$ cat src/logic/flash_regs_defines.vh
// shared constants for the flag status and enhanced configuration register block
`ifndef FLASH_REGS_DEFINES_VH
`define FLASH_REGS_DEFINES_VH

// command codes seen on the serial bus
`define CMD_RD_FLAG_STATUS 8'h70
`define CMD_CLR_FLAG_STATUS 8'h50
`define CMD_RD_ENH_CONFIG 8'h65
`define CMD_WR_ENH_CONFIG 8'h61

// enhanced volatile configuration layout and reset value
`define ENH_RESET 8'hdf
`define ENH_WRITE_MASK 8'hdf
`define ENH_QUAD_BIT 7
`define ENH_DUAL_BIT 6
`define ENH_HOLD_BIT 4
`define ENH_VPP_BIT 3
`define ENH_DRIVE_HI 2
`define ENH_DRIVE_LO 0

// flag status bit positions
`define FLAG_READY 7
`define FLAG_ERASE_SUSP 6
`define FLAG_ERASE_ERR 5
`define FLAG_PROG_ERR 4
`define FLAG_VPP_ERR 3
`define FLAG_PROG_SUSP 2
`define FLAG_PROT_ERR 1

// bus protocol codes and data lines driven in each
`define PROTO_EXT 2'h0
`define PROTO_DUAL 2'h1
`define PROTO_QUAD 2'h2
`define OEN_EXT 4'hd
`define OEN_DUAL 4'hc
`define OEN_QUAD 4'h0
`define OEN_NONE 4'hf

// bits moved per serial clock edge and bits per byte
`define STEP_EXT 4'h1
`define STEP_DUAL 4'h2
`define STEP_QUAD 4'h4
`define BYTE_BITS 4'h8

// drive strength codes and their impedance in ohms
`define DRV_90 3'h1
`define DRV_60 3'h2
`define DRV_45 3'h3
`define DRV_20 3'h5
`define DRV_15 3'h6
`define DRV_30 3'h7
`define DRV_RESET 3'h7
`define OHMS_90 7'h5a
`define OHMS_60 7'h3c
`define OHMS_45 7'h2d
`define OHMS_20 7'h14
`define OHMS_15 7'h0f
`define OHMS_30 7'h1e
`define OHMS_NONE 7'h00

// synchroniser reset pattern: select pin idles high, the rest low
`define SYNC_RESET 6'h10

`endif

$ cat src/logic/pin_sync2.v
// two-stage synchroniser for pins arriving from outside the clock domain
`default_nettype none

module pin_sync2 #(
  parameter W = 6,
  parameter [W-1:0] RESET_VAL = {W{1'b0}}
) (
  input wire clk,
  input wire srst,
  input wire [W-1:0] din,
  output wire [W-1:0] dout
);

  reg [W-1:0] meta_q; // first stage, read only by the second stage
  reg [W-1:0] sync_q; // second stage, safe for logic

  // both stages load the idle pattern under reset
  always @(posedge clk) begin
    if (srst) begin
      meta_q <= RESET_VAL;
      sync_q <= RESET_VAL;
    end else begin
      meta_q <= din;
      sync_q <= meta_q;
    end
  end

  assign dout = sync_q;

endmodule // pin_sync2

`default_nettype wire

$ cat src/logic/flash_flag_status_and_enh_config_regs.v
// flag status and enhanced volatile configuration registers behind the serial bus
`include "flash_regs_defines.vh"
`default_nettype none

// Contract
// - decode drive code, reserved codes ignored
// - settings take effect only by config write
// - config read/write work in all protocols
// - bit7 low gives quad, else bit6 dual
// - protocol bits default high, extended single-line
// - ready bit low while program/erase busy
// - ready reflects only program/erase cycles
// - erase suspend bit follows suspend state
// - program suspend bit follows suspend state
// - erase failure sets erase error
// - program failure or illegal 0-to-1 sets error
// - bad program supply sets supply error
// - protected sector or locked area sets flag
// - flags read by own command, all volatile
// - status bits clear themselves
// - error bits clear only by clear command
// - command with error pending reports error
module flash_flag_status_and_enh_config_regs (
  input wire clk,
  input wire srst,
  // serial bus pins, not synchronous to clk
  input wire sclkPin,
  input wire csNPin,
  input wire [3:0] dqIn,
  output wire [3:0] dqOut,
  output wire [3:0] dqOeN,
  // program/erase engine state, synchronous to clk
  input wire peBusy,
  input wire eraseSuspended,
  input wire programSuspended,
  input wire eraseFailEvt,
  input wire programFailEvt,
  input wire zeroToOneEvt,
  input wire highProgramVoltage,
  input wire dataMult64,
  input wire vppInvalidEvt,
  input wire protectViolationEvt,
  // operating configuration
  output wire [1:0] busProtocol,
  output wire [2:0] driveCode,
  output wire [6:0] driveOhms,
  output wire holdResetEnable,
  output wire vppAccelEnable,
  output wire cmdErrorPulse
);

  // serial engine states
  localparam [1:0] ST_CMD = 2'b00; // collecting command byte
  localparam [1:0] ST_WRDATA = 2'b01; // collecting config data byte
  localparam [1:0] ST_READ = 2'b10; // shifting register out
  localparam [1:0] ST_IGNORE = 2'b11; // rest of frame ignored

  // protocol selected by a configuration value
  function [1:0] protoOf;
    input [7:0] cfg;
    begin
      if (!cfg[`ENH_QUAD_BIT]) begin
        protoOf = `PROTO_QUAD; // quad wins, also with both bits low
      end else if (!cfg[`ENH_DUAL_BIT]) begin
        protoOf = `PROTO_DUAL;
      end else begin
        protoOf = `PROTO_EXT;
      end
    end
  endfunction

  // bits moved on each serial clock edge
  function [3:0] stepOf;
    input [1:0] proto;
    begin
      case (proto)
        `PROTO_DUAL: stepOf = `STEP_DUAL;
        `PROTO_QUAD: stepOf = `STEP_QUAD;
        default: stepOf = `STEP_EXT;
      endcase
    end
  endfunction

  // shift received data lines into the byte, msb first
  function [7:0] shiftIn;
    input [7:0] sh;
    input [3:0] dq;
    input [1:0] proto;
    begin
      case (proto)
        `PROTO_DUAL: shiftIn = {sh[5:0], dq[1:0]};
        `PROTO_QUAD: shiftIn = {sh[3:0], dq};
        default: shiftIn = {sh[6:0], dq[0]};
      endcase
    end
  endfunction

  // top bits of a byte placed on the output lines
  function [3:0] topBits;
    input [7:0] b;
    input [1:0] proto;
    begin
      case (proto)
        `PROTO_DUAL: topBits = {2'h0, b[7:6]};
        `PROTO_QUAD: topBits = b[7:4];
        default: topBits = {2'h0, b[7], 1'b0}; // single-line output uses line 1
      endcase
    end
  endfunction

  // active-low enables of the lines driven in each protocol
  function [3:0] oeNOf;
    input [1:0] proto;
    begin
      case (proto)
        `PROTO_DUAL: oeNOf = `OEN_DUAL;
        `PROTO_QUAD: oeNOf = `OEN_QUAD;
        default: oeNOf = `OEN_EXT;
      endcase
    end
  endfunction

  // impedance of a drive code, zero for reserved codes
  function [6:0] ohmsOf;
    input [2:0] code;
    begin
      case (code)
        `DRV_90: ohmsOf = `OHMS_90;
        `DRV_60: ohmsOf = `OHMS_60;
        `DRV_45: ohmsOf = `OHMS_45;
        `DRV_20: ohmsOf = `OHMS_20;
        `DRV_15: ohmsOf = `OHMS_15;
        `DRV_30: ohmsOf = `OHMS_30;
        default: ohmsOf = `OHMS_NONE; // 000 and 100 are reserved
      endcase
    end
  endfunction

  // synchronised pins
  wire sclkS; // serial clock level
  wire csNS; // select level, high when idle
  wire [3:0] dqS; // data line levels

  // every pin passes two flip-flops before any logic
  pin_sync2 #(
    .W(6),
    .RESET_VAL(`SYNC_RESET)
  ) pinSync (
    .clk(clk),
    .srst(srst),
    .din({sclkPin, csNPin, dqIn}),
    .dout({sclkS, csNS, dqS})
  );

  reg sclkPrev_q; // last serial clock level
  reg csNPrev_q; // last select level
  reg [1:0] state_q; // serial engine state
  reg [7:0] rxShift_q; // incoming byte
  reg [3:0] rxCnt_q; // bits received in this byte
  reg [7:0] txShift_q; // remaining bits of outgoing byte
  reg [3:0] txCnt_q; // bits sent of this byte
  reg txSelCfg_q; // read source: config when high, flags when low
  reg [3:0] dqOut_q; // driven data values
  reg [3:0] dqOeN_q; // driven enables, low drives
  reg [7:0] enhCfg_q; // enhanced volatile config contents
  reg [7:0] pendCfg_q; // config byte waiting for frame end
  reg pend_q; // a complete config byte is waiting
  reg [1:0] proto_q; // operating protocol
  reg [2:0] driveCode_q; // operating drive code
  reg [6:0] driveOhms_q; // operating impedance
  reg eraseErr_q; // erase error flag
  reg progErr_q; // program error flag
  reg vppErr_q; // program supply error flag
  reg protErr_q; // protection error flag
  reg cmdErr_q; // one-cycle command error pulse

  // edges of the serial clock inside a selected frame
  wire sclkRise = sclkS & ~sclkPrev_q & ~csNS;
  wire sclkFall = ~sclkS & sclkPrev_q & ~csNS;
  wire csRise = csNS & ~csNPrev_q; // frame end

  // byte assembly on the current protocol width
  wire [3:0] step = stepOf(proto_q);
  wire [7:0] rxByte = shiftIn(rxShift_q, dqS, proto_q);
  wire [3:0] rxCntNext = rxCnt_q + step;
  wire rxDone = sclkRise && (rxCntNext == `BYTE_BITS);

  // command decode for the byte that just completed
  wire errAny = eraseErr_q | progErr_q | vppErr_q | protErr_q;
  wire cmdByte = rxDone && (state_q == ST_CMD);
  wire isRdFlags = (rxByte == `CMD_RD_FLAG_STATUS);
  wire isClrFlags = (rxByte == `CMD_CLR_FLAG_STATUS);
  wire clrReq = cmdByte && isClrFlags;
  wire cmdErrSet = cmdByte && errAny && !isRdFlags && !isClrFlags;

  // flag status assembled from live state and sticky errors
  wire [7:0] flagStatus; // nothing here survives a reset
  assign flagStatus[`FLAG_READY] = ~peBusy;
  assign flagStatus[`FLAG_ERASE_SUSP] = eraseSuspended;
  assign flagStatus[`FLAG_ERASE_ERR] = eraseErr_q;
  assign flagStatus[`FLAG_PROG_ERR] = progErr_q;
  assign flagStatus[`FLAG_VPP_ERR] = vppErr_q;
  assign flagStatus[`FLAG_PROG_SUSP] = programSuspended;
  assign flagStatus[`FLAG_PROT_ERR] = protErr_q;
  assign flagStatus[0] = 1'b0; // reserved

  // error set terms
  wire eraseSet = eraseFailEvt;
  wire progSet = programFailEvt | (zeroToOneEvt & highProgramVoltage & dataMult64);
  wire vppSet = vppInvalidEvt;
  wire protSet = protectViolationEvt | cmdErrSet;

  // next error values: a set in the clear cycle wins
  wire eraseErr_d = (eraseErr_q & ~clrReq) | eraseSet;
  wire progErr_d = (progErr_q & ~clrReq) | progSet;
  wire vppErr_d = (vppErr_q & ~clrReq) | vppSet;
  wire protErr_d = (protErr_q & ~clrReq) | protSet;

  // byte source for reads
  wire [7:0] txSrc = txSelCfg_q ? enhCfg_q : flagStatus;

  // edge history of the synchronised pins
  always @(posedge clk) begin
    if (srst) begin
      sclkPrev_q <= 1'b0;
      csNPrev_q <= 1'b1;
    end else begin
      sclkPrev_q <= sclkS;
      csNPrev_q <= csNS;
    end
  end

  // sticky error flags and command error pulse
  always @(posedge clk) begin
    if (srst) begin
      eraseErr_q <= 1'b0;
      progErr_q <= 1'b0;
      vppErr_q <= 1'b0;
      protErr_q <= 1'b0;
      cmdErr_q <= 1'b0;
    end else begin
      eraseErr_q <= eraseErr_d;
      progErr_q <= progErr_d;
      vppErr_q <= vppErr_d;
      protErr_q <= protErr_d;
      cmdErr_q <= cmdErrSet;
    end
  end

  // receive side: command and config data bytes
  always @(posedge clk) begin
    if (srst) begin
      state_q <= ST_CMD;
      rxShift_q <= 8'h00;
      rxCnt_q <= 4'h0;
      txSelCfg_q <= 1'b0;
      pendCfg_q <= `ENH_RESET;
      pend_q <= 1'b0;
    end else if (csNS) begin
      // idle between frames: restart byte assembly
      state_q <= ST_CMD;
      rxCnt_q <= 4'h0;
      if (csRise) begin
        pend_q <= 1'b0; // the waiting byte is applied at this edge
      end
    end else if (sclkRise) begin
      rxShift_q <= rxByte;
      rxCnt_q <= rxDone ? 4'h0 : rxCntNext;
      if (rxDone) begin
        case (state_q)
          ST_CMD: begin
            if (cmdErrSet) begin
              state_q <= ST_IGNORE; // refused while an error is pending
            end else if (isRdFlags) begin
              state_q <= ST_READ;
              txSelCfg_q <= 1'b0;
            end else if (rxByte == `CMD_RD_ENH_CONFIG) begin
              state_q <= ST_READ;
              txSelCfg_q <= 1'b1;
            end else if (rxByte == `CMD_WR_ENH_CONFIG) begin
              state_q <= ST_WRDATA;
            end else begin
              state_q <= ST_IGNORE; // clear command and unknown codes
            end
          end
          ST_WRDATA: begin
            // fixed-zero bit masked off before it is held
            pendCfg_q <= rxByte & `ENH_WRITE_MASK;
            pend_q <= 1'b1;
            state_q <= ST_IGNORE;
          end
          default: begin
            state_q <= state_q; // reads and ignored frames run to the end
          end
        endcase
      end
    end
  end

  // configuration applied only when a write frame ends
  always @(posedge clk) begin
    if (srst) begin
      enhCfg_q <= `ENH_RESET;
      proto_q <= protoOf(`ENH_RESET);
      driveCode_q <= `DRV_RESET;
      driveOhms_q <= ohmsOf(`DRV_RESET);
    end else if (csRise && pend_q) begin
      enhCfg_q <= pendCfg_q;
      proto_q <= protoOf(pendCfg_q);
      if (ohmsOf(pendCfg_q[`ENH_DRIVE_HI:`ENH_DRIVE_LO]) != `OHMS_NONE) begin
        // reserved drive codes leave the drive as it was
        driveCode_q <= pendCfg_q[`ENH_DRIVE_HI:`ENH_DRIVE_LO];
        driveOhms_q <= ohmsOf(pendCfg_q[`ENH_DRIVE_HI:`ENH_DRIVE_LO]);
      end
    end
  end

  // transmit side: bits change on the falling serial clock
  always @(posedge clk) begin
    if (srst) begin
      txShift_q <= 8'h00;
      txCnt_q <= 4'h0;
      dqOut_q <= 4'h0;
      dqOeN_q <= `OEN_NONE;
    end else if (csNS || state_q != ST_READ) begin
      // lines released outside a read
      txCnt_q <= 4'h0;
      dqOut_q <= 4'h0;
      dqOeN_q <= `OEN_NONE;
    end else if (sclkFall) begin
      dqOeN_q <= oeNOf(proto_q);
      if (txCnt_q == 4'h0) begin
        // byte start: take a fresh copy so repeated reads track state
        dqOut_q <= topBits(txSrc, proto_q);
        txShift_q <= txSrc << step;
      end else begin
        dqOut_q <= topBits(txShift_q, proto_q);
        txShift_q <= txShift_q << step;
      end
      txCnt_q <= ((txCnt_q + step) == `BYTE_BITS) ? 4'h0 : txCnt_q + step;
    end
  end

  // outputs
  assign dqOut = dqOut_q;
  assign dqOeN = dqOeN_q;
  assign busProtocol = proto_q;
  assign driveCode = driveCode_q;
  assign driveOhms = driveOhms_q;
  assign holdResetEnable = enhCfg_q[`ENH_HOLD_BIT];
  assign vppAccelEnable = ~enhCfg_q[`ENH_VPP_BIT];
  assign cmdErrorPulse = cmdErr_q;

endmodule // flash_flag_status_and_enh_config_regs

`default_nettype wire

$ cat config.mk
export PLATFORM = sky130hd
export DESIGN_NAME = flash_flag_status_and_enh_config_regs
export DESIGN_NICKNAME = d
export VERILOG_FILES = /design/src/logic/pin_sync2.v /design/src/logic/flash_flag_status_and_enh_config_regs.v
export VERILOG_INCLUDE_DIRS = /design/src /design/src/logic
export SDC_FILE = /design/constraint.sdc
export NUM_CORES = 1
export LEC_CHECK = 0
export BUFFER_PORTS_ARGS = -buffer_cell sky130_fd_sc_hd__buf_2
export CORE_MARGIN = 2
export CORE_UTILIZATION = 56
export CTS_CLUSTER_DIAMETER = 50
export DETAILED_ROUTE_END_ITERATION = 6
export PLACE_DENSITY = 0.83
export SLEW_MARGIN = 0
export SYNTH_ARGS = -nofsm -noshare
export SYNTH_HDL_FRONTEND = slang
export SYNTH_SLANG_ARGS = --single-unit
export TNS_END_PERCENT = 100
$ cat constraint.sdc
create_clock -name clk -period 2.9 [get_ports clk]
set_input_delay 0.145 -clock clk [delete_from_list [all_inputs] [get_ports clk]]
set_output_delay 0.145 -clock clk [all_outputs]
set_load 0.02 [all_outputs]
After elaboration in Yosys (flattened, before gate mapping)
Cells that the tools add are included.
W data, S select, Z words.
{"block": "word_totals", "output_inout_bits": 23, "memories": 0, "regBits": 80, "ram_bits": 0, "latchBits": 0, "rom_bits": 0}
{"block": "classes", "bitwise": 29, "shifts": 2, "order_cmp": 0, "n_reduce_logical": 27, "eq_ne": 17, "addsub": 2, "div_mod_pow": 0, "multipliers": 0, "muxes": 27}
{"cell": "$pmux W7 S6", "n": 1}
{"cell": "$eq A8 B7 Y1 const B", "n": 4}
{"cell": "$pmux W4 S2", "n": 3}
{"cell": "$mux W8", "n": 2}
{"cell": "$pmux W8 S2", "n": 1}
{"cell": "$shl A8 B4 Y8", "n": 2}
{"cell": "$mux W7", "n": 2}
{"cell": "$mux W4", "n": 3}
{"cell": "$and A1 B1 Y1", "n": 11}
{"cell": "$mux W2", "n": 5}
{"cell": "$reduce_bool A2 Y1", "n": 5}
{"cell": "$eq A3 B3 Y1 const B", "n": 3}
{"cell": "$not A1 Y1", "n": 9}
{"cell": "$or A1 B1 Y1", "n": 9}
{"cell": "$add A4 B4 Y4", "n": 2}
{"cell": "$eq A4 B4 Y1 const B", "n": 2}
{"cell": "$mux W1", "n": 8}
{"cell": "$reduce_and A4 Y1", "n": 2}
{"cell": "$logic_and A1 B1 Y1", "n": 7}
{"cell": "$reduce_bool A7 Y1", "n": 1}
{"cell": "$eq A3 B2 Y1 const B", "n": 2}
{"cell": "$pmux W3 S2", "n": 1}
{"cell": "$reduce_and A2 Y1", "n": 3}
{"cell": "$reduce_and A6 Y1", "n": 1}
{"cell": "11 further kinds", "n": 15}

Logic depth before layout (Yosys ltp)
{"block": "logic_depth", "ltp_word": 11, "depth_mapped": 13}

Modules after synthesis
From an unflattened synthesis, not the netlist that was laid out.
{"block": "hier_totals", "cells_unflattened": 453, "area_unflattened_um2": 3903.7}
{"mod": "flash_flag_status_and_enh_config_regs", "instances": 1, "area_each_um2": 3577.2, "cells_per_inst": 428}
{"mod": "pin_sync2", "instances": 1, "area_each_um2": 326.6, "cells_per_inst": 25}

Worst setup path after synthesis
No wires, ideal clock.
{"block": "synth_timing", "kind": "flip-flop to flip-flop", "from": "reg proto_q[0] (netlist: busProtocol[0])", "to": "reg pendCfg_q[0]", "slack_ps": 30, "arrival_ps": 2750, "required_ps": 2780, "setup_time_ps": 120, "n_path_buf": 1, "path_stages_with_launch": 12, "path_cell_list": "dfxtp_1 inv_1 ha_1 ha_1 ha_1 a21oi_1 xnor2_1 or2_2 o22ai_1 nand3_1 buf_2 a211o_1"}
{"block": "synth_between", "elab_chain_len": 6, "word_cells_on_any_way": 7}
{"item": "start: declaration", "line_no": "flash_flag_status_and_enh_config_regs.v:168", "source": "reg [1:0] proto_q;"}
{"item": "start signal: assignment", "line_no": "flash_flag_status_and_enh_config_regs.v:304", "source": "proto_q <= protoOf(`ENH_RESET);"}
{"item": "start signal: assignment", "line_no": "flash_flag_status_and_enh_config_regs.v:309", "source": "proto_q <= protoOf(pendCfg_q);"}
{"item": "$eq A2 B2 Y1 / $eq A2 B1 Y1 (equally long branches)", "line_no": "flash_flag_status_and_enh_config_regs.v:76", "source": "case (proto)"}
{"item": "$pmux W3 S2 (*)", "line_no": "flash_flag_status_and_enh_config_regs.v:76"}
{"item": "via step[0]", "line_no": "flash_flag_status_and_enh_config_regs.v:183", "source": "wire [3:0] step = stepOf(proto_q);"}
{"item": "$add A4 B4 Y4 (*)", "line_no": "flash_flag_status_and_enh_config_regs.v:185", "source": "wire [3:0] rxCntNext = rxCnt_q + step;"}
{"item": "$eq A4 B4 Y1 (no source line) (*)"}
{"item": "$logic_and A1 B1 Y1 (*)", "line_no": "flash_flag_status_and_enh_config_regs.v:186", "source": "wire rxDone = sclkRise && (rxCntNext == `BYTE_BITS);"}
{"item": "$reduce_and A4 Y1 (no source line) (*)"}
{"item": "end signal: assignment", "line_no": "flash_flag_status_and_enh_config_regs.v:257", "source": "pendCfg_q <= `ENH_RESET;"}
{"item": "end signal: assignment", "line_no": "flash_flag_status_and_enh_config_regs.v:288", "source": "pendCfg_q <= rxByte & `ENH_WRITE_MASK;"}
{"item": "end: declaration", "line_no": "flash_flag_status_and_enh_config_regs.v:166", "source": "reg [7:0] pendCfg_q;"}
Mark *: on every way through the listed nets, which the timed path passes. The rest lies on a longest branch.
A chain may end at the register's enable or synchronous reset.

Worst setup path after layout
{"block": "layout_timing", "from": "reg proto_q[0] (netlist: busProtocol[0])", "to": "reg txSelCfg_q"}
{"block": "layout_between", "elab_chain_len": 11, "word_cells_on_any_way": 20}
{"item": "$eq A2 B2 Y1 / $eq A2 B1 Y1 (equally long branches)", "line_no": "flash_flag_status_and_enh_config_regs.v:76"}
{"item": "$pmux W3 S2 (*)", "line_no": "flash_flag_status_and_enh_config_regs.v:76"}
{"item": "via step[0]", "line_no": "flash_flag_status_and_enh_config_regs.v:183"}
{"item": "$add A4 B4 Y4 (*)", "line_no": "flash_flag_status_and_enh_config_regs.v:185"}
{"item": "$eq A4 B4 Y1 (no source line) (*)"}
{"item": "$logic_and A1 B1 Y1 (*)", "line_no": "flash_flag_status_and_enh_config_regs.v:186"}
{"item": "$logic_and A1 B1 Y1", "line_no": "flash_flag_status_and_enh_config_regs.v:190", "source": "wire cmdByte = rxDone && (state_q == ST_CMD);"}
{"item": "$logic_and A1 B1 Y1 (3 in series)", "line_no": "flash_flag_status_and_enh_config_regs.v:194", "source": "wire cmdErrSet = cmdByte && errAny && !isRdFlags && !isClrFlags;"}
{"item": "$not A1 Y1 (no source line)"}
{"item": "$reduce_and A6 Y1 (no source line) (*)"}
{"item": "end signal: assignment", "line_no": "flash_flag_status_and_enh_config_regs.v:256", "source": "txSelCfg_q <= 1'b0;"}
{"item": "end signal: assignment", "line_no": "flash_flag_status_and_enh_config_regs.v:276", "source": "txSelCfg_q <= 1'b0;"}
{"item": "end signal: assignment", "line_no": "flash_flag_status_and_enh_config_regs.v:279", "source": "txSelCfg_q <= 1'b1;"}
{"item": "end: declaration", "line_no": "flash_flag_status_and_enh_config_regs.v:162", "source": "reg txSelCfg_q;"}
Marked as above.

==> results.yml <==
logic_synthesis:
  yosysSeqAreaShare_pct: 41.4
  synth_nets: 466
  syn_inst: 440
  yosysMostFrequentCell: "dfxtp_1"
  ys_types: 51
  synth_edf_count: 0
  async_flop_share_pct: 0
  syn_area_sq_um: 3820
  ys_ff_latch: 79
  synthTopCellsByArea: "dfxtp_1 41%, mux2i_1 7.1%, nor2_1 5.3%, nand2_1 4.1%, a21oi_1 3.5%"
  ys_warn_count: 0
  synth_common_cells: "79 x dfxtp_1, 54 x nor2_1, 42 x nand2_1, 27 x a21oi_1, 27 x mux2i_1"
  yosysTopAreaCellShare_pct: 41.4
  syn_avg_cell_area_sq_um: 8.68
  synth_area_leader_cell: "dfxtp_1"
  ys.flop_type: "dfxtp_1"
sta:
  setup_viol: 0
  max_freq_mhz: 365
  holdWs_ns: 0.0199
  worst_slew_pin_slew_ns: 0.793
  layout_min_cycle_time_ns: 2.74
  timing.slew.headroom_pct: 46.6
  layout_setup_ws_ns: 0.162
  rsz0062_at_grt: "false"
  fin_crit_sh_pct: 94.4
  skew_ns: 0.00921
  hold_viol_final: 0
  maxSlewViolCount: 0
route:
  via_count: 3273
  totalWireLength_um: 8610
  wl_met3_um: 350
  drc_errors: 0
  ant_nets: 0
  drt_pre_antenna_iters: 5
  vias_per_cell: 5.80
  wl_per_cell_um: 15.3
  wl_met2_um: 4220
  drt-initial-drc-count: 244
  wl_met1_um: 3780
  routed.top_layer: "met4"
clock_tree:
  numCtsBuffers: 9
  cts_tree: "yes"
  htree_levels: 3
  clockRootBuffer: "clkbuf_8"
  cts_buffer_depth: 2
  clkLatencyLatePin_ns: 0.36
  cts.sinks: 79
  clk_pin_slew_ns: 0.08
  cts_setup_buffers: 0
die:
  pin_count: 41
  initial_core_util_pct: 57.2
  die_w_um: 86.6
  core_sq_um: 6680
  num_rows: 30
  die_h_um: 86.6
  dieArea_sq_um: 7500
global_route:
  global_route.usage.total_pct: 24.2
  grt_max_degree: 62
  grt_pass1_vias: 3063
  grt_pass1_wl_um: 14200
  overflow: 0
  antenna_found_initial: 0
power:
  powerDensity_nw_per_um2: 475
  ir_drop_mv: 0.527
  p_leak_nw: 1.77
min_path:
  whs_path_depth: 2
  hold_path_end: "pinSync.meta_q[3]$_SDFF_PP0_"
  hold_path.class: "in2reg"
  min_from: "dqIn[3]"
status:
  status: "finished, final reports clean"
setup_path:
  end_kind: "flip-flop"
  worstPathRequired_ns: 3.17
  r2r_start: "busProtocol[0]$_SDFFE_PP0P_"
  cp-start-kind: "flip-flop"
  r2r-end: "txSelCfg_q$_SDFFE_PP0P_"
  reg2reg_slack_ns: 0.16
  path_max_fanout: 6
  path_class: "reg2reg"
  cp.arrival_ns: 3.01
  rr_worst_depth: 11
layout:
  regArea_sq_um: 1580
  drive_gt1_share_pct: 19.4
  final-instance-count-excl-fill: 564
  fin_area_sq_um: 4390
  area_growth_pct: 14.9
  n_fill_cell: 551
  diodes: 0
  layout.nets: 505
  multi_input_area_sq_um: 2100
  utilization_pct: 65.7
placed_design:
  portBuffers: 40
  post-place-ws_ns: -0.174
  gp_congestion: 0.923
  dp.cells: 543
  hpwl_um: 6160
  placed_cell_area_sq_um: 4070
flow_run:
  maxCapViolCount: 0
[layer usage]
metal  vias to the layer above  track usage [%]
met5                         -                0
met4                         0             10.7
met3                        26             5.14
met2                        97             40.1
met1                      1547             30.3
li1                       1603                -
[state kept, by name, summed over array words and instances, names as in the netlist, 2 cells and up]
name	cells
rxShift_q	7
state_q	2
dqOut	4
busProtocol	2
enhCfg_q	7
driveCode	3
dqOeN	3
txCnt_q	4
pinSync.meta_q	6
pinSync.dout	6
txShift_q	8
pendCfg_q	7
rxCnt_q	4
driveOhms	7
[worst max-delay path by stage]
stage / start / end / slack [ns]
finish: busProtocol[0]$_SDFFE_PP0P_ / txSelCfg_q$_SDFFE_PP0P_ / 0.16
global route: busProtocol[0]$_SDFFE_PP0P_ / txSelCfg_q$_SDFFE_PP0P_ / 0.04
CTS: busProtocol[0]$_SDFFE_PP0P_ / txSelCfg_q$_SDFFE_PP0P_ / 0.08
detailed placement: busProtocol[0]$_SDFFE_PP0P_ / pendCfg_q[6]$_SDFFE_PP1P_ / -0.17
global placement: busProtocol[0]$_SDFFE_PP0P_ / pendCfg_q[6]$_SDFFE_PP1P_ / -0.02
floorplan: busProtocol[0]$_SDFFE_PP0P_ / pendCfg_q[0]$_SDFFE_PP1P_ / 0.03
[per-stage QoR]
stage	total power, W	setup TNS, ns
2_1_floorplan	0.00118	0
5_1_grt	0.00216	0
4_1_cts	0.00210	0
3_5_place_dp	0.00120	-1.00
6_report	0.00208	0
3_3_place_gp	0.00120	-0.0956
[layout by cell type, fill, tap and decap left out, drive strengths merged, types with 5 or more instances in the layout]
| master | count |
|---|---|
| a211o | 8 |
| a21oi | 27 |
| a22oi | 7 |
| a31oi | 5 |
| buf | 51 |
| clkbuf | 10 |
| clkinv | 5 |
| dfxtp | 79 |
| dlygate4sd3 | 5 |
| ha | 8 |
| inv | 12 |
| mux2 | 5 |
| mux2i | 27 |
| nand2 | 42 |
| nand2b | 14 |
| nand3 | 9 |
| nand3b | 6 |
| nor2 | 54 |
| nor2b | 19 |
| nor3 | 14 |
| o21ai | 23 |
| xor2 | 8 |
[logic make-up after synthesis]
group                    share of synthesized area [%]
multiplexers                                      9.73
AO/OA/AOI/OAI                                     16.6
flip-flops                                        41.4
buffers and inverters                             4.62
AND/OR/NAND/NOR                                   22.5
adder cells (fa/ha/maj)                           2.62
XOR/XNOR                                          2.52
[worst max-delay path, stage by stage, from the launching register on]
cell and delay (ns):
dfxtp_1 0.33, inv_1 0.06, ha_1 0.31, ha_1 0.23
ha_1 0.19, a21oi_1 0.15, xnor2_1 0.13, or2_2 0.35
o22ai_4 0.25, nand2_1 0.15, o31a_1 0.28, a311oi_2 0.23
[area by class of cell]
cell class                      count  area share (%)
Clock buffer                       10            3.14
Clock inverter                      6            1.91
Inverter                           13            1.11
Multi-Input combinational cell    320            47.9
Sequential cell                    79            36.0
Tap cell                           80            2.28
Timing Repair Buffer               56            7.58
[repair_timing]
action                                 4_1_cts  5_1_grt
setup endpoints to repair                    7       10
hold buffers                                 5        0
resized for setup                            2        6
endpoints found under the hold margin        5        0
[where the power goes]
| group | switching (W) | internal (W) |
|---|---|---|
| registers | 0.00000675 | 0.00110 |
| clock network | 0.000396 | 0.000505 |
| logic | 0.0000395 | 0.0000397 |
| total | 0.000442 | 0.00164 |
(Power assumes the default switching activity.)
